==> src/hw/slrs_pkg.sv <==
package slrs_pkg;

	// ==========================================
	// Bus geometry
	localparam int ADDR_W = 12;
	localparam int IDX_W  = ADDR_W - 2;

	// ==========================================
	// Register indices (byte address is four times the index)
	localparam logic [IDX_W-1:0] IDX_CTRL       = 10'h060;
	localparam logic [IDX_W-1:0] IDX_RSTEP_LOW  = 10'h062;
	localparam logic [IDX_W-1:0] IDX_RSTEP_HIGH = 10'h063;
	localparam logic [IDX_W-1:0] IDX_IRQ_STAT   = 10'h068;
	localparam logic [IDX_W-1:0] IDX_IRQ_MASK   = 10'h069;
	localparam logic [IDX_W-1:0] IDX_LINK_STAT  = 10'h06c;

	// ==========================================
	// Field positions and reset values
	localparam int CTRL_EN_BIT      = 0;
	localparam int STAT_RSVD_BIT    = 7;
	localparam int STAT_LINK_BIT    = 6;
	localparam int STAT_SYNC_BIT    = 5;
	localparam int STAT_REFERENCE_FLAG_A_BIT = 4;
	localparam int IRQ_W            = 3;
	localparam int IRQ_REFERENCE_FLAG_A      = 0;
	localparam int IRQ_LINK_UP      = 1;
	localparam int IRQ_SYNC_REQ     = 2;
	localparam logic [15:0] RSTEP_RESET = 16'h0001;

	// ==========================================
	// Link timing, in frame clock cycles; the alignment sequence length is in multiframes
	localparam int SYNC_MIN_FRAMES = 4;
	localparam int LMFC_FRAMES     = 32;
	localparam int ILA_MULTIFRAMES = 4;
	localparam logic [2:0] SYNC_LAST = 3'(SYNC_MIN_FRAMES - 1);
	localparam logic [4:0] LMFC_LAST = 5'(LMFC_FRAMES - 1);
	localparam logic [2:0] ILA_LAST  = 3'(ILA_MULTIFRAMES - 1);

	// ==========================================
	// Bus answers
	localparam logic [1:0] RESP_OKAY   = 2'h0;
	localparam logic [1:0] RESP_SLVERR = 2'h2;

	typedef enum logic [2:0] {
		LS_OFF,
		LS_WAIT_SYNC,
		LS_CGS,
		LS_ILA,
		LS_DATA
	} slrs_link_t;

	typedef struct packed {
		logic [15:0]      rstep;
		logic             en;
		logic             reference_flag_a;
		logic [IRQ_W-1:0] irq_stat;
		logic [IRQ_W-1:0] irq_mask;
		slrs_link_t       link;
		logic [2:0]       sync_cnt;
		logic [2:0]       ila_cnt;
		logic [4:0]       lmfc_cnt;
		logic [15:0]      ramp;
		logic             syncb_s1;
		logic             syncb_s2;
		logic             sysref_s1;
		logic             sysref_s2;
		logic             sysref_s3;
		logic             aw_held;
		logic [IDX_W-1:0] aw_idx;
		logic             w_held;
		logic [7:0]       wbyte;
		logic             wlane0;
		logic             bvalid;
		logic [1:0]       bresp;
		logic             rvalid;
		logic [31:0]      rdata;
		logic [1:0]       rresp;
	} slrs_state_t;

endpackage

==> src/hw/slrs_top.sv <==
// What this block does
// - Sixteen-bit ramp step, low byte then high byte, is the ramp increment.
// - Link bit reads one only after sync, alignment sequence done, data flowing.
// - Sync bit reads zero while waiting for a sync request or during sync; one otherwise.
// - Sync bit follows internal sync state, not the raw request pin.
// - Reference_flag_a bit sets when a reference event shifts the multiframe phase.
// - Reference events causing no phase shift leave the reference_flag_a bit alone.
// - Reference_flag_a bit is set at power-up; software clears it before use.
// - Writing one clears the reference_flag_a bit; writing zero does nothing.
`timescale 1ns/1ps
`default_nettype none

module slrs_top
	import slrs_pkg::*;
(
	// Clock and reset
	input  wire logic               aclk,
	input  wire logic               aresetn,
	// AXI4-Lite write address and data
	input  wire logic [ADDR_W-1:0]  s_axi_awaddr,
	input  wire logic               s_axi_awvalid,
	output logic                    s_axi_awready,
	input  wire logic [31:0]        s_axi_wdata,
	input  wire logic [3:0]         s_axi_wstrb,
	input  wire logic               s_axi_wvalid,
	output logic                    s_axi_wready,
	// AXI4-Lite write response
	output logic [1:0]              s_axi_bresp,
	output logic                    s_axi_bvalid,
	input  wire logic               s_axi_bready,
	// AXI4-Lite read
	input  wire logic [ADDR_W-1:0]  s_axi_araddr,
	input  wire logic               s_axi_arvalid,
	output logic                    s_axi_arready,
	output logic [31:0]             s_axi_rdata,
	output logic [1:0]              s_axi_rresp,
	output logic                    s_axi_rvalid,
	input  wire logic               s_axi_rready,
	// Link pins from the receiver
	input  wire logic               sync_req_n,
	input  wire logic               sysref,
	// Transmit side
	output slrs_link_t              tx_phase,
	output logic [15:0]             tx_ramp_sample,
	// Interrupt
	output logic                    irq
);

	// ==========================================
	// State
	slrs_state_t st;
	slrs_state_t next_st;

	logic             do_write;
	logic             wr_ok;
	logic             wr_hit;
	logic             rd_take;
	logic             sync_bit;
	logic             sysref_edge;
	logic             lmfc_wrap;
	logic             reference_flag_a_event;
	logic             reference_flag_a_clear;
	logic             link_up_event;
	logic             sync_req_event;
	logic [7:0]       status_byte;
	logic [IRQ_W-1:0] irq_events;
	logic [IRQ_W-1:0] irq_clear;

	// ==========================================
	// Bus handshakes
	// One write and one read outstanding; ready drops while holding a beat.
	assign s_axi_awready = !st.aw_held && !st.bvalid;
	assign s_axi_wready  = !st.w_held && !st.bvalid;
	assign s_axi_arready = !st.rvalid;
	assign s_axi_bvalid  = st.bvalid;
	assign s_axi_bresp   = st.bresp;
	assign s_axi_rvalid  = st.rvalid;
	assign s_axi_rdata   = st.rdata;
	assign s_axi_rresp   = st.rresp;

	assign do_write = st.aw_held && st.w_held && !st.bvalid;
	assign wr_ok    = do_write && st.wlane0;
	assign rd_take  = s_axi_arvalid && s_axi_arready;
	assign wr_hit   = (st.aw_idx == IDX_CTRL) || (st.aw_idx == IDX_RSTEP_LOW)
		|| (st.aw_idx == IDX_RSTEP_HIGH) || (st.aw_idx == IDX_IRQ_STAT)
		|| (st.aw_idx == IDX_IRQ_MASK) || (st.aw_idx == IDX_LINK_STAT);

	// ==========================================
	// Link events
	// Sync status is the state machine's view, not the pin level
	assign sync_bit = !((st.link == LS_WAIT_SYNC) || (st.link == LS_CGS));
	// Edge detect looks only at the second and third stage
	assign sysref_edge = st.sysref_s2 && !st.sysref_s3;
	assign lmfc_wrap   = (st.lmfc_cnt == LMFC_LAST);
	// Counter already about to wrap means the phase is right: no shift
	assign reference_flag_a_event  = sysref_edge && !lmfc_wrap;
	assign reference_flag_a_clear  = wr_ok && (st.aw_idx == IDX_LINK_STAT)
		&& st.wbyte[STAT_REFERENCE_FLAG_A_BIT];
	assign link_up_event  = (st.link == LS_ILA) && lmfc_wrap && (st.ila_cnt == ILA_LAST);
	assign sync_req_event = (st.link == LS_DATA) && !st.syncb_s2;

	assign irq_events = {sync_req_event, link_up_event, reference_flag_a_event};
	assign irq_clear  = (wr_ok && (st.aw_idx == IDX_IRQ_STAT)) ? st.wbyte[IRQ_W-1:0]
		: '0;

	// Reserved top bit and the out-of-scope low bits read as zero
	assign status_byte = {1'b0, st.link == LS_DATA, sync_bit, st.reference_flag_a, 4'h0};

	// ==========================================
	// Next state
	always_comb begin
		next_st = st;

		// Two-stage synchronisers
		next_st.syncb_s1  = sync_req_n;
		next_st.syncb_s2  = st.syncb_s1;
		next_st.sysref_s1 = sysref;
		next_st.sysref_s2 = st.sysref_s1;
		next_st.sysref_s3 = st.sysref_s2;

		// Write address and data, either order
		if (s_axi_awvalid && s_axi_awready) begin
			next_st.aw_held = 1'b1;
			next_st.aw_idx  = s_axi_awaddr[ADDR_W-1:2];
		end
		if (s_axi_wvalid && s_axi_wready) begin
			next_st.w_held = 1'b1;
			next_st.wbyte  = s_axi_wdata[7:0];
			next_st.wlane0 = s_axi_wstrb[0];
		end
		if (do_write) begin
			next_st.aw_held = 1'b0;
			next_st.w_held  = 1'b0;
			next_st.bvalid  = 1'b1;
			next_st.bresp   = wr_hit ? RESP_OKAY : RESP_SLVERR;
			if (wr_ok) begin
				case (st.aw_idx)
					IDX_CTRL: begin
						next_st.en = st.wbyte[CTRL_EN_BIT];
					end
					IDX_RSTEP_LOW: begin
						next_st.rstep[7:0] = st.wbyte;
					end
					IDX_RSTEP_HIGH: begin
						next_st.rstep[15:8] = st.wbyte;
					end
					IDX_IRQ_MASK: begin
						next_st.irq_mask = st.wbyte[IRQ_W-1:0];
					end
					default: begin
					end
				endcase
			end
		end else if (st.bvalid && s_axi_bready) begin
			next_st.bvalid = 1'b0;
		end

		// Read: data captured when the address is taken
		if (rd_take) begin
			next_st.rvalid = 1'b1;
			next_st.rresp  = RESP_OKAY;
			case (s_axi_araddr[ADDR_W-1:2])
				IDX_CTRL:       next_st.rdata = {31'h0, st.en};
				IDX_RSTEP_LOW:  next_st.rdata = {24'h0, st.rstep[7:0]};
				IDX_RSTEP_HIGH: next_st.rdata = {24'h0, st.rstep[15:8]};
				IDX_IRQ_STAT:   next_st.rdata = {29'h0, st.irq_stat};
				IDX_IRQ_MASK:   next_st.rdata = {29'h0, st.irq_mask};
				IDX_LINK_STAT:  next_st.rdata = {24'h0, status_byte};
				default: begin
					next_st.rdata = 32'h0;
					next_st.rresp = RESP_SLVERR;
				end
			endcase
		end else if (st.rvalid && s_axi_rready) begin
			next_st.rvalid = 1'b0;
		end

		// Sticky flags: a set in the same cycle beats the clear
		if (reference_flag_a_event) begin
			next_st.reference_flag_a = 1'b1;
		end else if (reference_flag_a_clear) begin
			next_st.reference_flag_a = 1'b0;
		end
		next_st.irq_stat = (st.irq_stat & ~irq_clear) | irq_events;

		// Multiframe counter, re-phased by a reference edge
		if (sysref_edge) begin
			next_st.lmfc_cnt = 5'h00;
		end else begin
			next_st.lmfc_cnt = lmfc_wrap ? 5'h00 : st.lmfc_cnt + 5'h01;
		end

		// Link sequencing
		case (st.link)
			LS_OFF: begin
				next_st.sync_cnt = 3'h0;
				if (st.en) begin
					next_st.link = LS_WAIT_SYNC;
				end
			end
			LS_WAIT_SYNC: begin
				if (st.syncb_s2) begin
					next_st.sync_cnt = 3'h0;
				end else if (st.sync_cnt == SYNC_LAST) begin
					next_st.link = LS_CGS;
				end else begin
					next_st.sync_cnt = st.sync_cnt + 3'h1;
				end
			end
			LS_CGS: begin
				next_st.ila_cnt = 3'h0;
				// Alignment sequence starts on a multiframe boundary
				if (st.syncb_s2 && lmfc_wrap) begin
					next_st.link = LS_ILA;
				end
			end
			LS_ILA: begin
				if (link_up_event) begin
					next_st.link = LS_DATA;
				end else if (lmfc_wrap) begin
					next_st.ila_cnt = st.ila_cnt + 3'h1;
				end
			end
			LS_DATA: begin
				next_st.ramp = st.ramp + st.rstep;
				if (sync_req_event) begin
					next_st.link     = LS_WAIT_SYNC;
					next_st.sync_cnt = 3'h1;
				end
			end
			default: begin
				next_st.link = LS_OFF;
			end
		endcase
		// Disabling the output tears the link down at once
		if (!st.en) begin
			next_st.link = LS_OFF;
		end
	end

	// ==========================================
	// Registers
	always_ff @(posedge aclk) begin
		if (!aresetn) begin
			st          <= '0;
			st.rstep    <= RSTEP_RESET;
			st.reference_flag_a  <= 1'b1;
			st.link     <= LS_OFF;
			st.syncb_s1 <= 1'b1;
			st.syncb_s2 <= 1'b1;
		end else begin
			st <= next_st;
		end
	end

	assign tx_phase       = st.link;
	assign tx_ramp_sample = st.ramp;
	assign irq            = |(st.irq_stat & st.irq_mask);
endmodule

`default_nettype wire

==> config.mk <==
export PLATFORM = sky130hd
export DESIGN_NAME = slrs_top
export DESIGN_NICKNAME = d
export VERILOG_FILES = /design/src/hw/slrs_pkg.sv /design/src/hw/slrs_top.sv
export SDC_FILE = /design/constraint.sdc
export NUM_CORES = 1
export LEC_CHECK = 0
export BUFFER_PORTS_ARGS = -buffer_cell sky130_fd_sc_hd__buf_4
export CELL_PAD_IN_SITES_DETAIL_PLACEMENT = 0
export CELL_PAD_IN_SITES_GLOBAL_PLACEMENT = 2
export CORE_MARGIN = 10
export CORE_UTILIZATION = 31
export CTS_CLUSTER_SIZE = 24
export DETAILED_ROUTE_END_ITERATION = 16
export PLACE_DENSITY = 0.81
export SYNTH_ARGS = -nofsm -noshare
export SYNTH_HDL_FRONTEND = slang
export SYNTH_SLANG_ARGS = --single-unit
==> constraint.sdc <==
create_clock -name aclk -period 2.76 [get_ports aclk]
set_input_delay 0.276 -clock aclk [delete_from_list [all_inputs] [get_ports aclk]]
set_output_delay 0.276 -clock aclk [all_outputs]
set_load 0.02 [all_outputs]
==> flow_summary.ini, run 1 <==
[clocking]
hold_buffers = 0
tritoncts = built
ctsRootBufferMaster = clkbuf_16
numCtsBuffers = 9
clk_latency_ns = 0.35
htreeDepth = 3
post_cts_buffers = 0
cts-resized-gates = 0
clk_pin_slew_ns = 0.07
cts_buffer_depth = 2
cts.sinks = 92

[global_route]
grt_pass1_wl_um = 20500
grt_max_degree = 66
grt_usage_pct = 11.6
antenna_found_initial = 0
overflow = 0
first_global_vias = 4074

[drt]
drt_wl_total_um = 12600
vias_per_cell = 4.67
drt-wirelength-per-cell_um = 14.6
drt-initial-drc-count = 172
drtAntennaViolNets = 0
vias = 4027
first_pass_iters = 4
drc = 0

[worst_setup_path]
crit_type = reg -> reg
cp-end-kind = flip-flop
critPathArrivalTime_ns = 2.80
crit_required_ns = 3.02
startpoint_type = flip-flop
cp_max_fo = 3

[floorplan]
rows = 46
coreArea_mm2 = 0.0159
die_h_um = 147
pin_count = 130
dieArea_mm2 = 0.0216
initial_core_util_pct = 31.5
die_x_um = 147

[timing]
finalHoldViolCount = 0
clock.fmax_mhz = 394
tns_ns = 0
fin_crit_ns = 2.54
rsz0062_at_grt = no
worst_pin_slew_ns = 0.695
finalSetupViolCount = 0
finalCritPeriodShare_pct = 91.9
drv_slew = 0
finClkSkew_ns = 0.00790
slew_headroom_pct = 53.5

[finish]
fin_cells = 862
nets = 732
mostFrequentLayoutCells = 115 x nand2_1, 92 x dfxtp_1, 75 x buf_4
antenna_cells = 0
nFillCells = 1707
syn_to_final_growth_pct = 14.3
layout_commonest_cell = nand2_1
layout-drive-gt1-share_pct = 15.2

[job]
maxCapViolCount = 0

[logic_synthesis]
synth-main-ff-cell = dfxtp_1
synth_cells = 609
muxShareOfSynthArea_pct = 2.22
synth_seq_cells = 92
yosysSeqAreaShare_pct = 36.8
synth-compound-area-share_pct = 19.9
synth-edff-count = 0
synth_xor_area_share_pct = 2.10
synth_fa_ha_area_share_pct = 5.64
ys_warn_count = 0
syn_avg_cell_area_um2 = 8.23
synthArstFlopShare_pct = 0
netlist_area_mm2 = 0.00501
synth_top_family_by_area = simple AND/OR/NAND/NOR gates
synth_simple_gate_area_share_pct = 22.0
synth_cell_types = 57

[placement]
gp_congestion = 0.872
dpl.hpwl_um = 9680
dp_cells = 846
port_buffers = 72

[power]
p_sw_share_pct = 24.6
clock_power_share_pct = 43.4
leakage_nw = 2.39
pwr-share-comb_pct = 8.5
p_int_w = 0.00219
seq_power_share_pct = 48.1
vdd_drop_max_uv = 338
p_sw_w = 0.000716
p_per_area_mw_per_mm2 = 508

[status]
status = completed

[hold_path]
hold_path.class = in -> reg
[state kept, by name (all words and copies together) (netlist names)]
signal,count
next_st,3
s_axi_bresp,1
s_axi_bvalid,1
s_axi_rdata,8
s_axi_rresp,1
s_axi_rvalid,1
st,58
tx_phase,3
tx_ramp_sample,16
[cell families (layout without fill, tap and decap cells)]
logic type      count (synthesis)  count (layout)
xor+xnor                       12              12
compound gates                143             143
flops                          92              92
simple gates                  232             232
buf+inv                        96             108
fa+ha+maj                      22              22
mux                            11              11
other cells                     1              26
[cells in the mapped netlist (2+ instances only)]
cell type  instances  share of area, %
buf_4             55               8.2
nand2b_1          12               1.5
o31ai_1            4              0.60
a21boi_0          43               6.4
nand3_1           14               1.4
a31oi_1            2              0.25
nor2b_1           16               2.0
and3_1             4              0.50
o211a_1            6               1.2
o21ai_0           23               2.3
nor3b_1            2              0.30
nand3b_1           3              0.45
nor4b_1            2              0.35
o22ai_1            2              0.25
a211o_1            4              0.70
nor3_2             2              0.40
a21o_1             5              0.75
a22oi_1            8               1.2
xor2_1             4              0.70
a221oi_1           3              0.52
clkbuf_1          21               1.6
mux2i_1           10               2.0
dfxtp_1           92                37
or2_2              2              0.25
and2_1            11               1.4
inv_1             17               1.3
a222oi_1           3              0.60
ha_1              21               5.2
nand2_1          115               8.6
nor3_1             7              0.70
a211oi_1           7               1.0
xnor2_1            8               1.4
nand4_1            2              0.25
o21a_1             4              0.60
a21oi_1           19               1.9
nor2_1            31               2.3
o21bai_1           5              0.75
[layer usage]
metal / up-vias / GRT usage (%) / routed length, µm
li1: 2074 / - / -
met1: 1866 / 14.0 / 5880
met2: 74 / 19.3 / 5980
met4: 0 / 4.66 / 207
met3: 13 / 2.83 / 481
met5: - / 0 / 0
[power by group through the flow]
stage,Clock [W],Combinational (W),Sequential (W)
CTS,0.00129,0.000248,0.00140
global placement,0,0.000244,0.00143
finish,0.00126,0.000246,0.00140
detailed placement,0,0.000248,0.00143
floorplan,0,0.000194,0.00142
global route,0.00134,0.000277,0.00140
[path summary, 6_finish.rpt]
path              depth (start not counted)  slack (ns)              startpoint                              end
hold / removal                            2        0.11              sync_req_n           next_st[62]$_SDFF_PN1_
hold reg to reg                           1        0.41  next_st[62]$_SDFF_PN1_                st[62]$_SDFF_PN1_
setup reg to reg                          9        0.22    st[102]$_SDFFE_PN1P_  tx_ramp_sample[14]$_SDFFE_PN0N_
setup / recovery                          9        0.22    st[102]$_SDFFE_PN1P_  tx_ramp_sample[14]$_SDFFE_PN0N_
[layout make-up]
| type | instances | area, µm² | area share, % |
|---|---|---|---|
| tap | 216 | 270 | 4.72 |
| sequential | 92 | 1840 | 32.2 |
| clock buffer | 12 | 246 | 4.30 |
| inverter | 17 | 63.8 | 1.11 |
| multi-input combinational | 446 | 2690 | 47.0 |
| timing repair buffer | 75 | 563 | 9.83 |
| clock inverter | 4 | 48.8 | 0.852 |
[stage by stage]
stage               area, µm²  utilization, %  setup WS [ns]  hold slack (ns)  power [W]
global placement         5430            34.2          0.278            0.397    0.00167
detailed placement       5430            34.2          0.257            0.402    0.00168
CTS                      5730            36.1          0.221           0.0989    0.00294
global route             5730            36.1         0.0768            0.114    0.00302
finish                   5730            36.1          0.224            0.108    0.00291
floorplan                5100               -          0.501            0.377    0.00161
[critical path: stages, from the launching register on]
cell	delay, ns
dfxtp_1	0.34
ha_1	0.23
fa_1	0.43
a211o_1	0.35
a21oi_2	0.15
o21ai_1	0.14
a211oi_1	0.28
o31ai_1	0.13
and2_0	0.16
o31ai_1	0.22
(Power assumes the default switching activity.)
==> inputs of run 2 (changes only) <==
Settings changed: ABC_AREA set to 1, PLACE_DENSITY 0.81 to 0.85.
Clock period 2.76 ns to 3.2 ns, I/O delays scaled along.
==> run 2 against run 1 <==
Against the previous run:
- wire length is 8.5% higher
- sequential power down 14%
- via count rose by 10%
- largest power group unchanged
==> flow_summary.ini, run 2 <==
[status]
status = completed

[clocking]
clk_pin_slew_ns = 0.07
cts.sinks = 92
post_cts_buffers = 0
numCtsBuffers = 9
clk_latency_ns = 0.35
hold_buffers = 0
cts-resized-gates = 0
cts_buffer_depth = 2
ctsRootBufferMaster = clkbuf_16
htreeDepth = 3
tritoncts = built

[drt]
drt-initial-drc-count = 236
drt_wl_total_um = 13600
drt-wirelength-per-cell_um = 13.5
vias_per_cell = 4.40
drc = 0
first_pass_iters = 4
vias = 4447
drtAntennaViolNets = 0

[worst_setup_path]
critPathArrivalTime_ns = 2.19
crit_type = reg -> reg
crit_required_ns = 3.44
startpoint_type = flip-flop
cp_slowest_cell = dfxtp_1
cp-end-kind = flip-flop
worst_r2r_path_depth = 11
path_cells = ha_1 -> fa_1 -> nand2_1 -> nand2_1 -> nand2_1 -> o21bai_1 -> nand2_1 -> nand3_1 -> nand2_1 -> nor2_1 -> nor2_1
crit_top_cell = nand2_1
cp_max_fo = 3
max_stage_delay_ns = 0.40

[timing]
tns_ns = 0
slew_headroom_pct = 65.6
worst_pin_slew_ns = 0.516
clock.fmax_mhz = 513
finalCritPeriodShare_pct = 60.9
fin_crit_ns = 1.95
hold_ws_ns = 0.147
finalWorstSetupSlack_ns = 1.25
finClkSkew_ns = 0.0102
finalSetupViolCount = 0
finalHoldViolCount = 0
drv_slew = 0
rsz0062_at_grt = no

[logic_synthesis]
synth.area.top_cells = dfxtp_1 35%, nand2_1 11%, buf_4 8.3%
ys_warn_count = 0
synth_cells = 748
yosysSeqAreaShare_pct = 35.3
synth_top_area_share_pct = 35.3
synth_cell_types = 42
synth-main-ff-cell = dfxtp_1
synth_seq_cells = 92
synth-edff-count = 0
synth.most_common_cell = nand2_1
synthTopCellsByCount = 146 x nand2_1, 98 x nor2_1, 92 x dfxtp_1
synthArstFlopShare_pct = 0
yosysTopAreaCell = dfxtp_1
netlist_area_mm2 = 0.00522
syn_avg_cell_area_um2 = 6.97

[power]
vdd_drop_max_uv = 312
p_per_area_mw_per_mm2 = 416
leakage_nw = 2.74

[finish]
mostFrequentLayoutCells = 146 x nand2_1, 98 x nor2_1, 92 x dfxtp_1
layout_commonest_cell = nand2_1
nets = 877
antenna_cells = 0
register_area_mm2 = 0.00184
largest_reg_flops = 58
regMostFlops = st
syn_to_final_growth_pct = 13.3
nFillCells = 1828
postLayoutCoreUtil_pct = 35.8
layout-drive-gt1-share_pct = 15.8
multi_input_area_mm2 = 0.00262

[global_route]
first_global_vias = 4465
antenna_found_initial = 0
grt_max_degree = 48
grt_usage_pct = 12.5
overflow = 0
grt_pass1_wl_um = 22500

[placement]
dpl.hpwl_um = 10400
place_ws_ns = 1.24
gp_congestion = 0.812
port_buffers = 72

[hold_path]
hold_path.class = in -> reg
holdPathStages = 2

[floorplan]
die_h_um = 150
coreArea_mm2 = 0.0165
dieArea_mm2 = 0.0224
rows = 47
pin_count = 130
initial_core_util_pct = 31.6
die_x_um = 150

[job]
maxCapViolCount = 0
-- run 2: stage by stage --
stage	cells	power, W	cell area [µm²]
floorplan	773	0.00141	5310
global placement	995	0.00146	5630
detailed placement	995	0.00146	5630
CTS	1010	0.00250	5910
global route	1010	0.00257	5910
finish	1010	0.00246	5910
-- run 2: worst paths after layout --
kind / start / slack (ns) / end
max: st[102]$_SDFFE_PN1P_ / 1.25 / tx_ramp_sample[14]$_SDFFE_PN0N_
min: s_axi_bready / 0.15 / s_axi_bvalid$_SDFFE_PN0P_
max reg2reg: st[102]$_SDFFE_PN1P_ / 1.25 / tx_ramp_sample[14]$_SDFFE_PN0N_
min reg2reg: next_st[62]$_SDFF_PN1_ / 0.41 / st[62]$_SDFF_PN1_
-- run 2: routing by layer --
layer	wire length [µm]	share of wire (%)	GRT usage, %
met1	6540	48	15.4
met4	161	1.2	3.94
met2	6390	47	20.7
met5	0	0	0
met3	518	3.8	3.35
-- run 2: cells by family (layout without fill, tap and decap cells) --
logic type | Yosys count | in the layout | synth area share [%]
AO/OA/AOI/OAI | 122 | 122 | 12.8
XOR/XNOR | 7 | 7 | 1.18
adder cells (fa/ha/maj) | 22 | 22 | 5.42
buffers and inverters | 162 | 179 | 16.3
flip-flops | 92 | 92 | 35.3
other | 1 | 26 | 0.0719
AND/OR/NAND/NOR | 342 | 342 | 29.0
-- run 2: final cells by class --
type                            instances  area share [%]
Timing Repair Buffer                   74            9.40
Sequential cell                        92            31.2
Inverter                               90            5.80
Multi-Input combinational cell        519            44.3
Tap cell                              220            4.66
Clock buffer                           10            4.04
Clock inverter                          5           0.635
-- run 2: worst max-delay path: cells and delay by family (launching register included) --
family	cells	cell delay [ns]
compound gates	1	0.31
simple gates	8	0.70
fa+ha+maj	2	0.43
flops	1	0.40
-- run 2: report_power, final --
group	switching [W]	internal (W)	total, W
Clock	0.000476	0.000547	0.00102
Combinational	0.000148	0.0000757	0.000224
Sequential	0.0000308	0.00118	0.00121
==> inputs of run 3 (changes only) <==
Settings changed: CORE_UTILIZATION 31 to 26, PLACE_DENSITY 0.85 to 0.76.
Clock period 3.2 ns to 1.6 ns, I/O delays scaled along.
==> run 3 against run 2 <==
Against the previous run:
- the run now ends with setup timing left
- critical path type unchanged
- setup slack worse by 1.3 ns
- hold slack worse by 0.090 ns
- count of clock-buffer cells in the layout stayed put
- clock power is 120% higher
- power is 110% higher
- first-iteration DRC count is 19% lower
- register-to-register slack worse by 1.3 ns
- highest routed layer unchanged
- critical path depth is 1 higher
- cell count is 10% higher
- global-route usage is 1.2 points lower
==> flow_summary.ini, run 3 (synthesis gave the netlist of run 2 again) <==
[status]
status = finished, violations left
violations = setup timing

[power]
leakage_nw = 3.05
vdd_drop_max_uv = 525
p_per_area_mw_per_mm2 = 754

[timing]
fin_crit_ns = 1.64
finalWorstSetupSlack_ns = -0.0388
drv_slew = 0
finalSetupViolCount = 1
finalCritPeriodShare_pct = 102
finalHoldViolCount = 0
finClkSkew_ns = 0.00750
rsz0062_at_grt = yes
clock.fmax_mhz = 610

[finish]
postLayoutCoreUtil_pct = 34.6
syn_to_final_growth_pct = 30.0
mostFrequentLayoutCells = 129 x nand2_1, 123 x buf_4, 92 x nor2_1
layout-drive-gt1-share_pct = 28.7
nets = 934
fin_cells = 1112
regMostFlops = st
antenna_cells = 0
fin_area_mm2 = 0.00678
largest_reg_flops = 58
layout_commonest_cell = nand2_1

[floorplan]
die_x_um = 162
dieArea_mm2 = 0.0261
rows = 51
coreArea_mm2 = 0.0196
initial_core_util_pct = 26.6
pin_count = 130
die_h_um = 162

[global_route]
first_global_vias = 4752
overflow = 0
grt_pass1_wl_um = 24000
antenna_found_initial = 0
grt_usage_pct = 11.3
grt_max_degree = 38

[clocking]
ctsRootBufferMaster = clkbuf_16
cts.sinks = 92
clk_latency_ns = 0.35
clk_pin_slew_ns = 0.07
cts_buffer_depth = 2
tritoncts = built
numCtsBuffers = 9
htreeDepth = 3

[drt]
first_pass_iters = 4
vias = 4737
drt-initial-drc-count = 191
drt_wl_total_um = 14900
drtAntennaViolNets = 0
vias_per_cell = 4.26
drt-wirelength-per-cell_um = 13.4
drc = 0

[job]
maxCapViolCount = 0

[placement]
dp_cells = 1086
gp_congestion = 0.776
placed_cell_area_mm2 = 0.00607
dpl.hpwl_um = 11400
place_ws_ns = -0.116
port_buffers = 72

[worst_setup_path]
startpoint_type = flip-flop
cp_max_fo = 2
critPathArrivalTime_ns = 1.94
crit_required_ns = 1.90
crit_type = reg -> reg
cp-end-kind = flip-flop

[hold_path]
hold_path.class = in -> reg
run 3: changes by cell type in the layout (fill, tap and decap cells not counted), moves of 13 or more:
| cell | delta |
|---|---|
| nand2_2 | +15 |
| ha_1 | -14 |
| dfxtp_2 | +13 |
| dfxtp_1 | -15 |
| nand2_1 | -17 |
| buf_4 | +49 |
run 3: what timing repair did:
action                                  CTS  global route
buffers inserted                          4             4
endpoints found under the setup margin   11            26
hold buffers                              3             0
resized for setup                        23            56
endpoints found under the hold margin     3             0
pin swaps                                14            18
run 3: area by class of cell:
| cell class | count | area [µm²] |
|---|---|---|
| Fill cell | 2156 | 12800 |
| Multi-Input combinational cell | 519 | 2900 |
| Sequential cell | 92 | 1870 |
| Timing Repair Buffer | 131 | 1040 |
| Inverter | 90 | 345 |
| Tap cell | 265 | 332 |
| Clock buffer | 10 | 239 |
| Clock inverter | 5 | 60.1 |
run 3: worst paths after layout:
check | startpoint | endpoint | slack, ns | cells after the start
max | tx_ramp_sample[0]$_SDFFE_PN0N_ | tx_ramp_sample[12]$_SDFFE_PN0N_ | -0.04 | 12
min | s_axi_awaddr[6] | st[52]$_SDFFE_PN0P_ | 0.06 | 3
max reg2reg | tx_ramp_sample[0]$_SDFFE_PN0N_ | tx_ramp_sample[12]$_SDFFE_PN0N_ | -0.04 | 12
min reg2reg | next_st[60]$_SDFF_PN0_ | next_st[59]$_SDFF_PN0_ | 0.41 | 2
run 3: report_power, final:
group,internal [W],total (W),switching (W)
combinational,0.000182,0.000487,0.000305
sequential,0.00236,0.00243,0.0000669
clock,0.00125,0.00220,0.000945
total,0.00380,0.00511,0.00132
run 3: worst max-delay path, cell delays in order (launching register included):
cell,delay [ns]
dfxtp_2,0.34
ha_4,0.16
fa_2,0.35
nand2_2,0.08
nand2_2,0.07
nand3_2,0.07
nand2_2,0.07
nand2_2,0.06
nand2_2,0.07
buf_6,0.13
nor2_4,0.09
o21ai_2,0.06
inv_1,0.04
run 3: layer usage:
layer / routed length, µm / track usage [%] / up-vias
li1: - / - / 2507
met2: 7310 / 19.1 / 68
met3: 673 / 3.76 / 7
met5: 0 / 0 / -
met4: 111 / 2.11 / 0
met1: 6850 / 13.8 / 2155
run 3: stage by stage:
stage	TNS (ns)	total power (W)	hold WS (ns)
floorplan	-0.00652	0.00281	0.258
global placement	-0.498	0.00295	0.344
detailed placement	-0.585	0.00296	0.344
CTS	-0.0963	0.00519	0.0492
global route	-0.701	0.00535	0.0756
finish	-0.0388	0.00511	0.0569
